## src/rtl/tacp_defs.vh

```
// Purpose: constants for the thermometer ascii command parser
// Assumes: 250 MHz clock
// Notes: characters are ascii codes
`ifndef TACP_DEFS_VH
`define TACP_DEFS_VH

`define TACP_CHAR_ACK       8'h21
`define TACP_CHAR_NAK       8'h2a
`define TACP_CHAR_QUERY     8'h3f
`define TACP_CHAR_SET       8'h3d
`define TACP_CHAR_CR        8'h0d
`define TACP_CHAR_LF        8'h0a
`define TACP_CHAR_DOT       8'h2e
`define TACP_CHAR_ZERO      8'h30
`define TACP_CHAR_NINE      8'h39
`define TACP_CHAR_BAUD      8'h44
`define TACP_CHAR_VALLEY    8'h46
`define TACP_CHAR_AVG       8'h47
`define TACP_CHAR_RELAY     8'h4b
`define TACP_CHAR_THRESH    8'h43
`define TACP_CHAR_LOWA      8'h61
`define TACP_CHAR_LOWZ      8'h7a
`define TACP_LINE_MAX       4'hc

`define TACP_RST_BAUD       12'h384
`define TACP_RST_TIME       16'h0000
`define TACP_RST_RELAY      2'h2
`define TACP_RST_THRESH     16'h0000
`define TACP_TIME_MAX       16'h3000
`define TACP_VALLEY_ADV     16'h3000
`define TACP_THRESH_MAX_C   16'h3000
`define TACP_THRESH_MAX_F   16'h5432

`define TACP_CLK_MHZ        250
`define TACP_POLL_LIMIT_S   4
`define TACP_BURST_LIMIT_S  8
`define TACP_POLL_LIMIT_CYC  (`TACP_POLL_LIMIT_S * `TACP_CLK_MHZ * 1000000)
`define TACP_BURST_LIMIT_CYC (`TACP_BURST_LIMIT_S * `TACP_CLK_MHZ * 1000000)

`endif

```

## src/rtl/tacp_resp_tx.v

```verilog
// Purpose: sends a response string one byte per handshake
// Assumes: host accepts bytes with txReady
// Notes: optional 3-digit address ahead of the ack mark
`timescale 1ns/1ps
`include "tacp_defs.vh"

module tacp_resp_tx (
    input  wire        clock,
    input  wire        resetn,
    input  wire        start,
    input  wire        isAck,
    input  wire        withAddr,
    input  wire [11:0] addrBcd,
    input  wire [31:0] payload,
    input  wire [2:0]  payloadLen,
    output wire        busy,
    output reg  [7:0]  txData,
    output wire        txValid,
    input  wire        txReady
);
    reg [3:0]  step;
    reg [3:0]  lastStep;
    reg        active;
    reg        ack;
    reg        addr;
    reg [11:0] addrHold;
    reg [31:0] data;

    function [7:0] digit;
        input [3:0] nib;
        digit = `TACP_CHAR_ZERO + {4'h0, nib};
    endfunction

    always @* begin
        txData = `TACP_CHAR_NAK;
        if (!ack) txData = `TACP_CHAR_NAK;
        else if (addr && step < 4'h3) txData = digit(addrHold[11 - 4 * step[1:0] -: 4]);
        else if (step == 4'h3) txData = `TACP_CHAR_ACK;
        else txData = data[31 - 8 * (step[2:0] - 3'h4) -: 8];
    end

    assign txValid = active;
    assign busy    = active;

    always @(posedge clock or negedge resetn) begin
        if (!resetn) begin
            active   <= 1'b0;
            step     <= 4'h0;
            lastStep <= 4'h0;
            ack      <= 1'b0;
            addr     <= 1'b0;
            addrHold <= 12'h000;
            data     <= 32'h00000000;
        end else if (start && !active) begin
            active   <= 1'b1;
            ack      <= isAck;
            addr     <= withAddr;
            addrHold <= addrBcd;
            data     <= payload;
            step     <= !isAck ? 4'h0 : (withAddr ? 4'h0 : 4'h3);
            lastStep <= !isAck ? 4'h0 : 4'h3 + {1'b0, payloadLen};
        end else if (active && txReady) begin
            if (step == lastStep) active <= 1'b0;
            else step <= step + 4'h1;
        end
    end
endmodule // tacp_resp_tx

```

## src/rtl/tacp_parser.v

```verilog
// Purpose: ascii command interpreter for a thermometer serial link
// Assumes: received bytes arrive one per rxValid pulse, synchronous to clock
// Notes: numeric fields held as bcd digits; only D F G K C parameters kept
`timescale 1ns/1ps
`include "tacp_defs.vh"

module tacp_parser (
    input  wire        clock,
    input  wire        resetn,
    input  wire [7:0]  rxData,
    input  wire        rxValid,
    input  wire        rxBroadcast,
    input  wire        multidropOn,
    input  wire        addrEcho,
    input  wire [11:0] stationAddr,
    input  wire        burstMode,
    input  wire        scaleFahrenheit,
    output wire [7:0]  txData,
    output wire        txValid,
    input  wire        txReady,
    output wire        cmdBusy,
    output reg  [11:0] baudCode,
    output reg         baudRestart,
    output reg  [15:0] averageTime,
    output reg  [15:0] valleyTime,
    output reg         valleyAdvanced,
    output reg         peakHoldCancel,
    output reg  [1:0]  relayMode,
    output reg  [15:0] holdThreshold,
    output reg         responseLate
);
    localparam ST_RECV = 3'b001;
    localparam ST_EVAL = 3'b010;
    localparam ST_SEND = 3'b100;

    reg [2:0]  state;
    reg [7:0]  line [0:11];
    reg [3:0]  count;
    reg        overflow;
    reg        startTx;
    reg        ackTx;
    reg [31:0] payload;
    reg [2:0]  payLen;
    reg [31:0] waitCount;
    reg        next_ok;
    reg [15:0] next_val;
    reg [31:0] next_pay;
    reg [2:0]  next_len;
    wire       txBusy;
    integer    i;

    function isDigit;
        input [7:0] c;
        isDigit = (c >= `TACP_CHAR_ZERO) && (c <= `TACP_CHAR_NINE);
    endfunction

    function [3:0] nib;
        input [7:0] c;
        nib = c[3:0];
    endfunction

    // four bcd digits from nnnn or nnn.n starting at index 2
    function [15:0] field4;
        input dotted;
        input [7:0] a, b, c, d, e;
        field4 = dotted ? {nib(a), nib(b), nib(c), nib(e)} : {nib(a), nib(b), nib(c), nib(d)};
    endfunction

    always @* begin
        next_ok  = 1'b0;
        next_val = 16'h0000;
        next_pay = 32'h00000000;
        next_len = 3'h0;
        for (i = 0; i < 12; i = i + 1)
            if (i < count && line[i] >= `TACP_CHAR_LOWA && line[i] <= `TACP_CHAR_LOWZ)
                next_len = 3'h7;
        if (next_len == 3'h7 || overflow) begin
            next_ok  = 1'b0;
            next_len = 3'h0;
        end else if (count == 4'h2 && line[1] == `TACP_CHAR_QUERY) begin
            next_ok = 1'b1;
            case (line[0])
                `TACP_CHAR_BAUD:   begin next_pay = {line[0], 8'h3d, 4'h3, baudCode[11:8], 4'h3, baudCode[7:4]}; next_len = 3'h4; end
                `TACP_CHAR_RELAY:  begin next_pay = {line[0], 8'h3d, 6'h0c, relayMode, 8'h00}; next_len = 3'h3; end
                `TACP_CHAR_VALLEY: begin next_pay = {line[0], 4'h3, valleyTime[15:12], 4'h3, valleyTime[11:8], 4'h3, valleyTime[7:4]}; next_len = 3'h4; end
                `TACP_CHAR_AVG:    begin next_pay = {line[0], 4'h3, averageTime[15:12], 4'h3, averageTime[11:8], 4'h3, averageTime[7:4]}; next_len = 3'h4; end
                `TACP_CHAR_THRESH: begin next_pay = {line[0], 4'h3, holdThreshold[15:12], 4'h3, holdThreshold[11:8], 4'h3, holdThreshold[7:4]}; next_len = 3'h4; end
                default:           next_ok = 1'b0;
            endcase
        end else if (count >= 4'h3 && line[1] == `TACP_CHAR_SET) begin
            next_pay = {line[0], `TACP_CHAR_SET, 16'h0000};
            next_len = 3'h2;
            case (line[0])
                `TACP_CHAR_BAUD: begin
                    next_val = {nib(line[2]), nib(line[3]), nib(line[4])} & 16'h0fff;
                    next_ok = count == 4'h5 && isDigit(line[2]) && isDigit(line[3]) && isDigit(line[4])
                        && !rxBroadcast
                        && (next_val == 16'h0003 || next_val == 16'h0012 || next_val == 16'h0024
                        || next_val == 16'h0096 || next_val == 16'h0192 || next_val == 16'h0384);
                end
                `TACP_CHAR_VALLEY, `TACP_CHAR_AVG: begin
                    next_val = field4(1'b1, line[2], line[3], line[4], line[5], line[6]);
                    next_ok = count == 4'h7 && isDigit(line[2]) && isDigit(line[3])
                        && isDigit(line[4]) && line[5] == `TACP_CHAR_DOT && isDigit(line[6])
                        && next_val <= `TACP_TIME_MAX;
                end
                `TACP_CHAR_THRESH: begin
                    next_val = field4(1'b0, line[2], line[3], line[4], line[5], 8'h30);
                    next_ok = count == 4'h6 && isDigit(line[2]) && isDigit(line[3])
                        && isDigit(line[4]) && isDigit(line[5])
                        && next_val <= (scaleFahrenheit ? `TACP_THRESH_MAX_F : `TACP_THRESH_MAX_C);
                end
                `TACP_CHAR_RELAY: begin
                    next_val = {12'h000, nib(line[2])};
                    next_ok = count == 4'h3 && line[2] >= `TACP_CHAR_ZERO
                        && line[2] <= 8'h33;
                end
                default: next_ok = 1'b0;
            endcase
        end
    end

    always @(posedge clock or negedge resetn) begin
        if (!resetn) begin
            state          <= ST_RECV;
            count          <= 4'h0;
            overflow       <= 1'b0;
            startTx        <= 1'b0;
            ackTx          <= 1'b0;
            payload        <= 32'h00000000;
            payLen         <= 3'h0;
            baudCode       <= `TACP_RST_BAUD;
            baudRestart    <= 1'b0;
            averageTime    <= `TACP_RST_TIME;
            valleyTime     <= `TACP_RST_TIME;
            valleyAdvanced <= 1'b0;
            peakHoldCancel <= 1'b0;
            relayMode      <= `TACP_RST_RELAY;
            holdThreshold  <= `TACP_RST_THRESH;
            waitCount      <= 32'h00000000;
            responseLate   <= 1'b0;
        end else begin
            startTx        <= 1'b0;
            baudRestart    <= 1'b0;
            peakHoldCancel <= 1'b0;
            case (state)
                ST_RECV: begin
                    waitCount <= 32'h00000000;
                    if (rxValid) begin
                        if (rxData == `TACP_CHAR_CR || rxData == `TACP_CHAR_LF) begin
                            if (count != 4'h0 || overflow) state <= ST_EVAL;
                        end else if (count == `TACP_LINE_MAX) begin
                            overflow <= 1'b1;
                        end else begin
                            line[count] <= rxData;
                            count <= count + 4'h1;
                        end
                    end
                end
                ST_EVAL: begin
                    ackTx   <= next_ok;
                    payload <= next_pay;
                    payLen  <= next_len;
                    startTx <= 1'b1;
                    state   <= ST_SEND;
                    if (next_ok && line[1] == `TACP_CHAR_SET) begin
                        case (line[0])
                            `TACP_CHAR_BAUD: begin
                                baudCode    <= next_val[11:0];
                                baudRestart <= 1'b1;
                            end
                            `TACP_CHAR_AVG: begin
                                averageTime    <= next_val;
                                valleyTime     <= `TACP_RST_TIME;
                                valleyAdvanced <= 1'b0;
                                peakHoldCancel <= 1'b1;
                            end
                            `TACP_CHAR_VALLEY: begin
                                valleyTime     <= next_val;
                                valleyAdvanced <= next_val == `TACP_VALLEY_ADV;
                                averageTime    <= `TACP_RST_TIME;
                                peakHoldCancel <= 1'b1;
                            end
                            `TACP_CHAR_THRESH: holdThreshold <= next_val;
                            `TACP_CHAR_RELAY:  relayMode <= next_val[1:0];
                            default: ;
                        endcase
                    end
                end
                ST_SEND: begin
                    waitCount <= waitCount + 32'h00000001;
                    if (waitCount >= (burstMode ? `TACP_BURST_LIMIT_CYC : `TACP_POLL_LIMIT_CYC))
                        responseLate <= 1'b1;
                    if (!startTx && !txBusy) begin
                        count    <= 4'h0;
                        overflow <= 1'b0;
                        state    <= ST_RECV;
                    end
                end
                default: state <= ST_RECV;
            endcase
        end
    end

    assign cmdBusy = state != ST_RECV;

    tacp_resp_tx u_tx (
        .clock      (clock),
        .resetn     (resetn),
        .start      (startTx),
        .isAck      (ackTx),
        .withAddr   (multidropOn && addrEcho),
        .addrBcd    (stationAddr),
        .payload    (payload),
        .payloadLen (payLen),
        .busy       (txBusy),
        .txData     (txData),
        .txValid    (txValid),
        .txReady    (txReady)
    );
endmodule // tacp_parser

```

## config.mk

```make
export PLATFORM = sky130hd
export DESIGN_NAME = tacp_parser
export DESIGN_NICKNAME = d
export VERILOG_FILES = /design/src/rtl/tacp_resp_tx.v /design/src/rtl/tacp_parser.v
export VERILOG_INCLUDE_DIRS = /design/src /design/src/rtl
export SDC_FILE = /design/constraint.sdc
export NUM_CORES = 1
export LEC_CHECK = 0
export BUFFER_PORTS_ARGS = -buffer_cell sky130_fd_sc_hd__buf_4
export CORE_AREA = 2 2 186 188
export CTS_CLUSTER_SIZE = 8
export DETAILED_ROUTE_END_ITERATION = 12
export DIE_AREA = 0 0 188 190
export PLACE_DENSITY = 0.56
export SLEW_MARGIN = 30
export SYNTH_ARGS = -nofsm -noshare
export SYNTH_HDL_FRONTEND = slang
export SYNTH_SLANG_ARGS = --single-unit
```

## constraint.sdc

```tcl
create_clock -name clock -period 3.9 [get_ports clock]
set_input_delay 0.585 -clock clock [delete_from_list [all_inputs] [get_ports clock]]
set_output_delay 0.585 -clock clock [all_outputs]
set_load 0.005 [all_outputs]
```

# --- Word-level counts from Yosys, hierarchy flattened ---
# Memory sizes are Yosys's and may differ from the RTL's.
# Cells that the tools add are included.
# W data, S select, Z words.
word_totals:
  input_bits: 29
  memories: 1
  out_inout_bits: 76
  wordCells: 284
  mem_bits_rw: 96
  reg_bits: 198
op_classes:
  n_eq_ne: 38
  muxes: 74
  reduce_logical: 85
  add_sub_neg: 8
  magnitude_cmp: 52
  shift: 2
memory_table:
  columns: ["memory", "depth", "width", "rd", "rd_ports_with_merged_regs", "wr", "line_no", "source"]
  rows:
  - ["line", 12, 8, 12, 0, 1, "tacp_parser.v:37", "reg [7:0] line [0:11];"]
ops:
  columns: ["operator", "n"]
  rows:
  - ["$pmux W32 S5", 1]
  - ["$ge A8 B7 Y1 const B", 12]
  - ["$le A8 B7 Y1 const B", 12]
  - ["$mux W32", 3]
  - ["$pmux W16 S2", 2]
  - ["$pmux W16 S4", 1]
  - ["$pmux W32 S2", 1]
  - ["$mux W3", 19]
  - ["$logic_and A1 B1 Y1", 56]
  - ["$le A8 B6 Y1 const B", 6]
  - ["$mux W16", 3]
  - ["$eq A8 B7 Y1 const B", 5]
  - ["$ge A8 B6 Y1 const B", 5]
  - ["$shiftx A39 B33 Y8", 1]
  - ["$mux W4", 9]
  - ["$shiftx A15 B33 Y4", 1]
  - ["$add A32 B1 Y32 const B", 1]
  - ["$ge A32 B31 Y1", 1]
  - ["$sub A5 B32 Y32 const A", 1]
  - ["$mux W31", 1]
  - ["$eq A8 B6 Y1 const B", 3]
  - ["$mux W8", 3]
  - ["$mux W1", 23]
  - ["$eq A16 B14 Y1 const B", 1]
  - ["other kinds (48)", 88]

# --- Longest topological paths before layout ---
# An unclocked memory read counts as a cell.
depth:
  depth_word: 22
  depth_mapped: 12
  depth_no_buf: 9

# --- Modules after synthesis ---
# From an unflattened synthesis, not the netlist that was laid out.
hier_totals:
  cells_unflattened: 1218
  area_unflattened_um2: 13553.0
modules_own_cells:
  columns: ["mod", "seq_area_each_um2", "cells_per_inst", "instances", "area_per_inst_um2"]
  rows:
  - ["tacp_parser", 6243.5, 933, 1, 10910.5]
  - ["tacp_resp_tx", 1376.3, 285, 1, 2642.5]

# --- Worst setup path after synthesis ---
# No wires, ideal clock.
synth_path:
  path_kind: "reg2reg"
  startpoint: "register count[1]"
  endpoint: "register averageTime[8]"
  required_time_ns: 3.773
  path_buffers: 2
  setup_slack_ns: 0.599
  setup_time_ns: 0.127
  arrival_ns: 3.173
  period_less_slack_ns: 3.301
  path_stages_with_launch: 12
  cell_sequence: "dfrtp_1 -> clkbuf_1 -> inv_1 -> ha_1 -> or3b_2 -> o2111ai_1 -> o22ai_1 -> nor4_4 -> nand4_2 -> nor4_4 -> buf_6 -> mux2_1"
synth_via:
  elab_chain_cells: 20
  elab_cells_between_ends: 86
  classes_between: "order compare (13); eq/ne (6); mux (20); reduce/logical (47)"
synth_lines:
  columns: ["item", "line_no", "source"]
  rows:
  - ["from (decl)", "tacp_parser.v:38", "reg [3:0] count;"]
  - ["from (signal assigned)", "tacp_parser.v:156", "count <= count + 4'h1;"]
  - ["$lt A1 B4 Y1", "tacp_parser.v:75", "if (i < count && line[i] >= `TACP_CHAR_LOWA && line[i] <= `TACP_CHAR_LOWZ)"]
  - ["$logic_and A1 B1 Y1 (no source line) (2 in a row)", null, null]
  - ["$mux W3 (12 in a row)", "tacp_parser.v:75", null]
  - ["$eq A3 B3 Y1", "tacp_parser.v:77", "if (next_len == 3'h7 || overflow) begin"]
  - ["$logic_or A1 B1 Y1", "tacp_parser.v:77", null]
  - ["$mux W1", "tacp_parser.v:77", null]
  - ["$logic_and A1 B1 Y1 (no source line)", null, null]
  - ["$reduce_and A3 Y1 (no source line)", null, null]
  - ["to (signal assigned)", "tacp_parser.v:134", "averageTime <= `TACP_RST_TIME;"]
  - ["to (signal assigned)", "tacp_parser.v:173", "averageTime <= next_val;"]
  - ["to (signal assigned)", "tacp_parser.v:181", "averageTime <= `TACP_RST_TIME;"]
  - ["to (decl)", "tacp_parser.v:24", "output reg [15:0] averageTime,"]
# Several ways; a longest one is shown, not always the timed one.
# A chain may end at the register's enable or synchronous reset.

# --- Worst setup path in the final report ---
layout_path:
  startpoint: "register count[1]"
  endpoint: "register valleyTime[3]"
layout_via:
  elab_chain_cells: 20
  elab_cells_between_ends: 86
  classes_between: "order compare (13); eq/ne (6); mux (20); reduce/logical (47)"
layout_lines:
  columns: ["item", "line_no", "source"]
  rows:
  - ["$lt A1 B4 Y1", "tacp_parser.v:75", null]
  - ["$logic_and A1 B1 Y1 (no source line) (2 in a row)", null, null]
  - ["$mux W3 (12 in a row)", "tacp_parser.v:75", null]
  - ["$eq A3 B3 Y1", "tacp_parser.v:77", null]
  - ["$logic_or A1 B1 Y1", "tacp_parser.v:77", null]
  - ["$mux W1", "tacp_parser.v:77", null]
  - ["$logic_and A1 B1 Y1 (no source line)", null, null]
  - ["$reduce_and A3 Y1 (no source line)", null, null]
  - ["to (signal assigned)", "tacp_parser.v:135", "valleyTime <= `TACP_RST_TIME;"]
  - ["to (signal assigned)", "tacp_parser.v:174", "valleyTime <= `TACP_RST_TIME;"]
  - ["to (signal assigned)", "tacp_parser.v:179", "valleyTime <= next_val;"]
  - ["to (decl)", "tacp_parser.v:25", "output reg [15:0] valleyTime,"]
# Several ways; a longest one is shown, not always the timed one.

==> insert_results.sql <==
INSERT INTO impl_metrics (metric_group, metric, value, unit) VALUES
('logic_synthesis', 'most_repeated_cell_in_the_gate_level_netlist_after_synthesis', 'nand2_1', ''),
('sta', 'layout_setup_ws', '0.3043', 'ns'),
('placement', 'place.detailed.instances', '1781', ''),
('grt', 'vias_in_the_first_global_route', '10159', ''),
('logic_synthesis', 'post_synth_most_frequent_cells', 'nand2_1 (234), dfrtp_1 (174), edfxtp_1 (96)', ''),
('grt', 'grt_antenna_before_repair', '0', ''),
('logic_synthesis', 'synth.yosys.seq_area_share', '55.20', '%'),
('sta', 'setup_viol_count_final', '0', ''),
('grt', 'maximum_number_of_pins_on_one_net_before_global_route_repair', '160', ''),
('logic_synthesis', 'ys_top_cells_by_area', 'dfrtp_1 (33%), edfxtp_1 (22%), nand2_1 (6.6%)', ''),
('sta', 'max_slew_margin', '45.73', '%'),
('run_status', 'status', 'finished, final reports clean', ''),
('critical_path', 'worst-path-max-fanout', '18', ''),
('logic_synthesis', 'synth_cell_types', '83', ''),
('cts', 'clkLatencyLatePin', '0.51', 'ns'),
('cts', 'post-cts-setup-buffer-count', '0', ''),
('cts', 'clkTransAtPathRegs', '0.05', 'ns'),
('die', 'die_area', '35720', 'µm²'),
('finish', 'layout-drive-gt1-share', '17.53', '%'),
('route', 'dr.first_iter.drc_count', '925', ''),
('finish', 'post-route-cell-area', '15890', 'µm²'),
('die', 'pin_count', '105', ''),
('finish', 'final-instance-count-excl-fill', '1847', ''),
('logic_synthesis', 'synth_area_leader_cell', 'dfrtp_1', ''),
('critical_path', 'required', '4.33', 'ns'),
('placement', 'post_dp_hpwl', '25080', 'µm'),
('placement', 'port-buffer-count', '104', ''),
('critical_path', 'critical_path.n_buffers_inverters', '1', ''),
('cts', 'cts_made_buffers', '40', ''),
('critical_path', 'critical_path.endpoint_type', 'register', ''),
('sta', 'worst_pin_slew', '0.8067', 'ns'),
('route', 'dr.pass1.iters', '5', ''),
('sta', 'setup_repair_after_global_routing_missed_its_margin', 'false', ''),
('sta', 'setup_total_negative_slack', '0', 'ns'),
('cts', 'clockRootBuffer', 'clkbuf_16', ''),
('sta', 'skew', '0.01128', 'ns'),
('finish', 'finish.net_count', '1427', ''),
('logic_synthesis', 'syn-mean-instance-area', '10.65', 'µm²'),
('die', 'initial_core_util', '39.46', '%'),
('job', 'max-cap-violations', '0', ''),
('cts', 'h-tree-depth', '2', ''),
('critical_path', 'worst_path_dominant_cell_family', 'simple AND/OR/NAND/NOR gates', ''),
('worst_hold_path', 'worst_hold_path_type', 'input port to register', ''),
('finish', 'antenna_cells', '0', ''),
('critical_path', 'worst-endpoint-arrival', '4.03', 'ns'),
('cts', 'clock-sinks', '276', ''),
('placement', 'detailed_place.area', '14720', 'µm²'),
('logic_synthesis', 'synthDominantCellAreaShare', '32.51', '%'),
('die', 'floorplan.die.width', '188', 'µm'),
('critical_path', 'largest_incremental_delay_on_the_critical_path', '0.71', 'ns'),
('die', 'core_region_area', '33950', 'µm²'),
('route', 'wl_per_cell', '19.59', 'µm'),
('logic_synthesis', 'syn_nets', '1315', ''),
('sta', 'share_of_the_clock_period_used_by_the_worst_path_after_layout', '92.20', '%'),
('logic_synthesis', 'number_of_enable_flip_flop_cells_after_synthesis', '96', ''),
('grt', 'grt_pass1_wl', '57860', 'µm'),
('placement', 'gp_routability_congestion', '0.9269', ''),
('power_and_ir_drop', 'power.leakage', '6.706', 'nW'),
('finish', 'fillCellCount', '3204', ''),
('sta', 'timing_hold_violations_final', '0', ''),
('sta', 'report.final.slew_viol_count', '0', ''),
('logic_synthesis', 'ff_latch_count_synth', '276', ''),
('finish', 'area.growth.synth_to_final', '18.62', '%'),
('logic_synthesis', 'synthCells', '1258', ''),
('logic_synthesis', 'ys_warn_count', '0', ''),
('sta', 'finalCriticalPeriod', '3.596', 'ns'),
('logic_synthesis', 'predominant_post_synthesis_flop_cell', 'dfrtp_1', ''),
('route', 'drc', '0', ''),
('power_and_ir_drop', 'power.density_cell_area', '445.8', 'nW/µm²'),
('logic_synthesis', 'synthArstFlopShare', '65.22', '%'),
('route', 'vias', '10343', '');
-- timing repair --
action | in CTS | in global routing
resized for setup | 0 | 0
hold buffers | 1 | 0
hold endpoints to repair | 21 | 0
-- where the power goes --
group,internal [W],switching [W]
registers,0.00310,0.000112
logic,0.000257,0.000465
clock network,0.00196,0.00119
total,0.00532,0.00177
-- final cells by class --
class	instances	area [µm²]	share of cell area, %
multi-input cells	889	5634	35.46
inverters	28	105.1	0.6614
repair buffers	135	1055	6.638
well taps	455	569.3	3.583
flip-flops and latches	276	7395	46.54
clock buffers	64	1132	7.126
-- layer usage --
| layer | part of all wire [%] | track usage, % | vias up | wire length (µm) |
|---|---|---|---|---|
| li1 | - | - | 4856 | - |
| met1 | 47 | 29.72 | 5158 | 17150 |
| met2 | 45 | 31.44 | 278 | 16410 |
| met3 | 5.5 | 3.450 | 51 | 1976 |
| met4 | 1.8 | 4.936 | 0 | 656 |
| met5 | 0 | 0 | - | 0 |
-- worst paths after layout --
check                                 from           endpoint  slack [ns]  cells after the start
setup / recovery                  count[1]      valleyTime[3]        0.30                      9
hold / removal             stationAddr[10]  u_tx.addrHold[10]        0.27                      3
setup reg to reg                  count[1]      valleyTime[3]        0.30                      9
hold reg to reg                payload[21]      u_tx.data[21]        0.46                      2
max in group asynchronous           resetn   holdThreshold[1]        2.21                      4
min in group asynchronous           resetn      waitCount[19]        0.51                      2
-- cells in the final DEF, fill, tap and decap left out, drive strengths merged, types with 6 or more instances in the layout --
cell type / n
and4b: 6
nand2b: 8
nand2: 234
nor4: 30
buf: 133
nor2b: 27
o22ai: 7
a22o: 8
nand4: 27
a221oi: 9
edfxtp: 96
o2111ai: 9
a22oi: 7
nor3: 24
inv: 27
dfstp: 6
ha: 28
and4: 8
a21oi: 38
nand3: 36
or4: 11
o211ai: 10
nor4b: 8
mux2: 37
clkbuf: 65
nor3b: 12
nor2: 55
xor2: 8
mux2i: 22
and2: 19
and3: 10
o21ai: 97
o31ai: 7
dfrtp: 174
-- through the flow --
step                hold WS (ns)  power, W
floorplan                 0.2894  0.003678
global placement          0.4495  0.003968
detailed placement        0.4564  0.003979
CTS                       0.2506  0.007159
global route              0.2675  0.007372
finish                    0.2674  0.007084
-- worst min-delay path, stage by stage --
cell and delay (ns):
buf_4 0.07, nand2_1 0.04, nand2_1 0.04
-- cells by family after synthesis --
kind of cell	Yosys count	synth area share, %
fa+ha+maj	28	2.615
xor+xnor	11	0.7193
compound gates	239	11.69
buf+inv	93	2.811
flops	276	55.20
mux	63	5.427
simple gates	548	21.53
-- flip-flops by register name, indices dropped and copies added, names as in the netlist, 3 cells and up --
| signal | count |
|---|---|
| valleyTime | 16 |
| holdThreshold | 16 |
| payLen | 3 |
| line | 96 |
| count | 4 |
| u_tx.step | 4 |
| u_tx.lastStep | 4 |
| averageTime | 16 |
| baudCode | 12 |
| u_tx.addrHold | 12 |
| state | 3 |
| waitCount | 32 |
| u_tx.data | 23 |
| payload | 23 |
(Power assumes the default switching activity.)
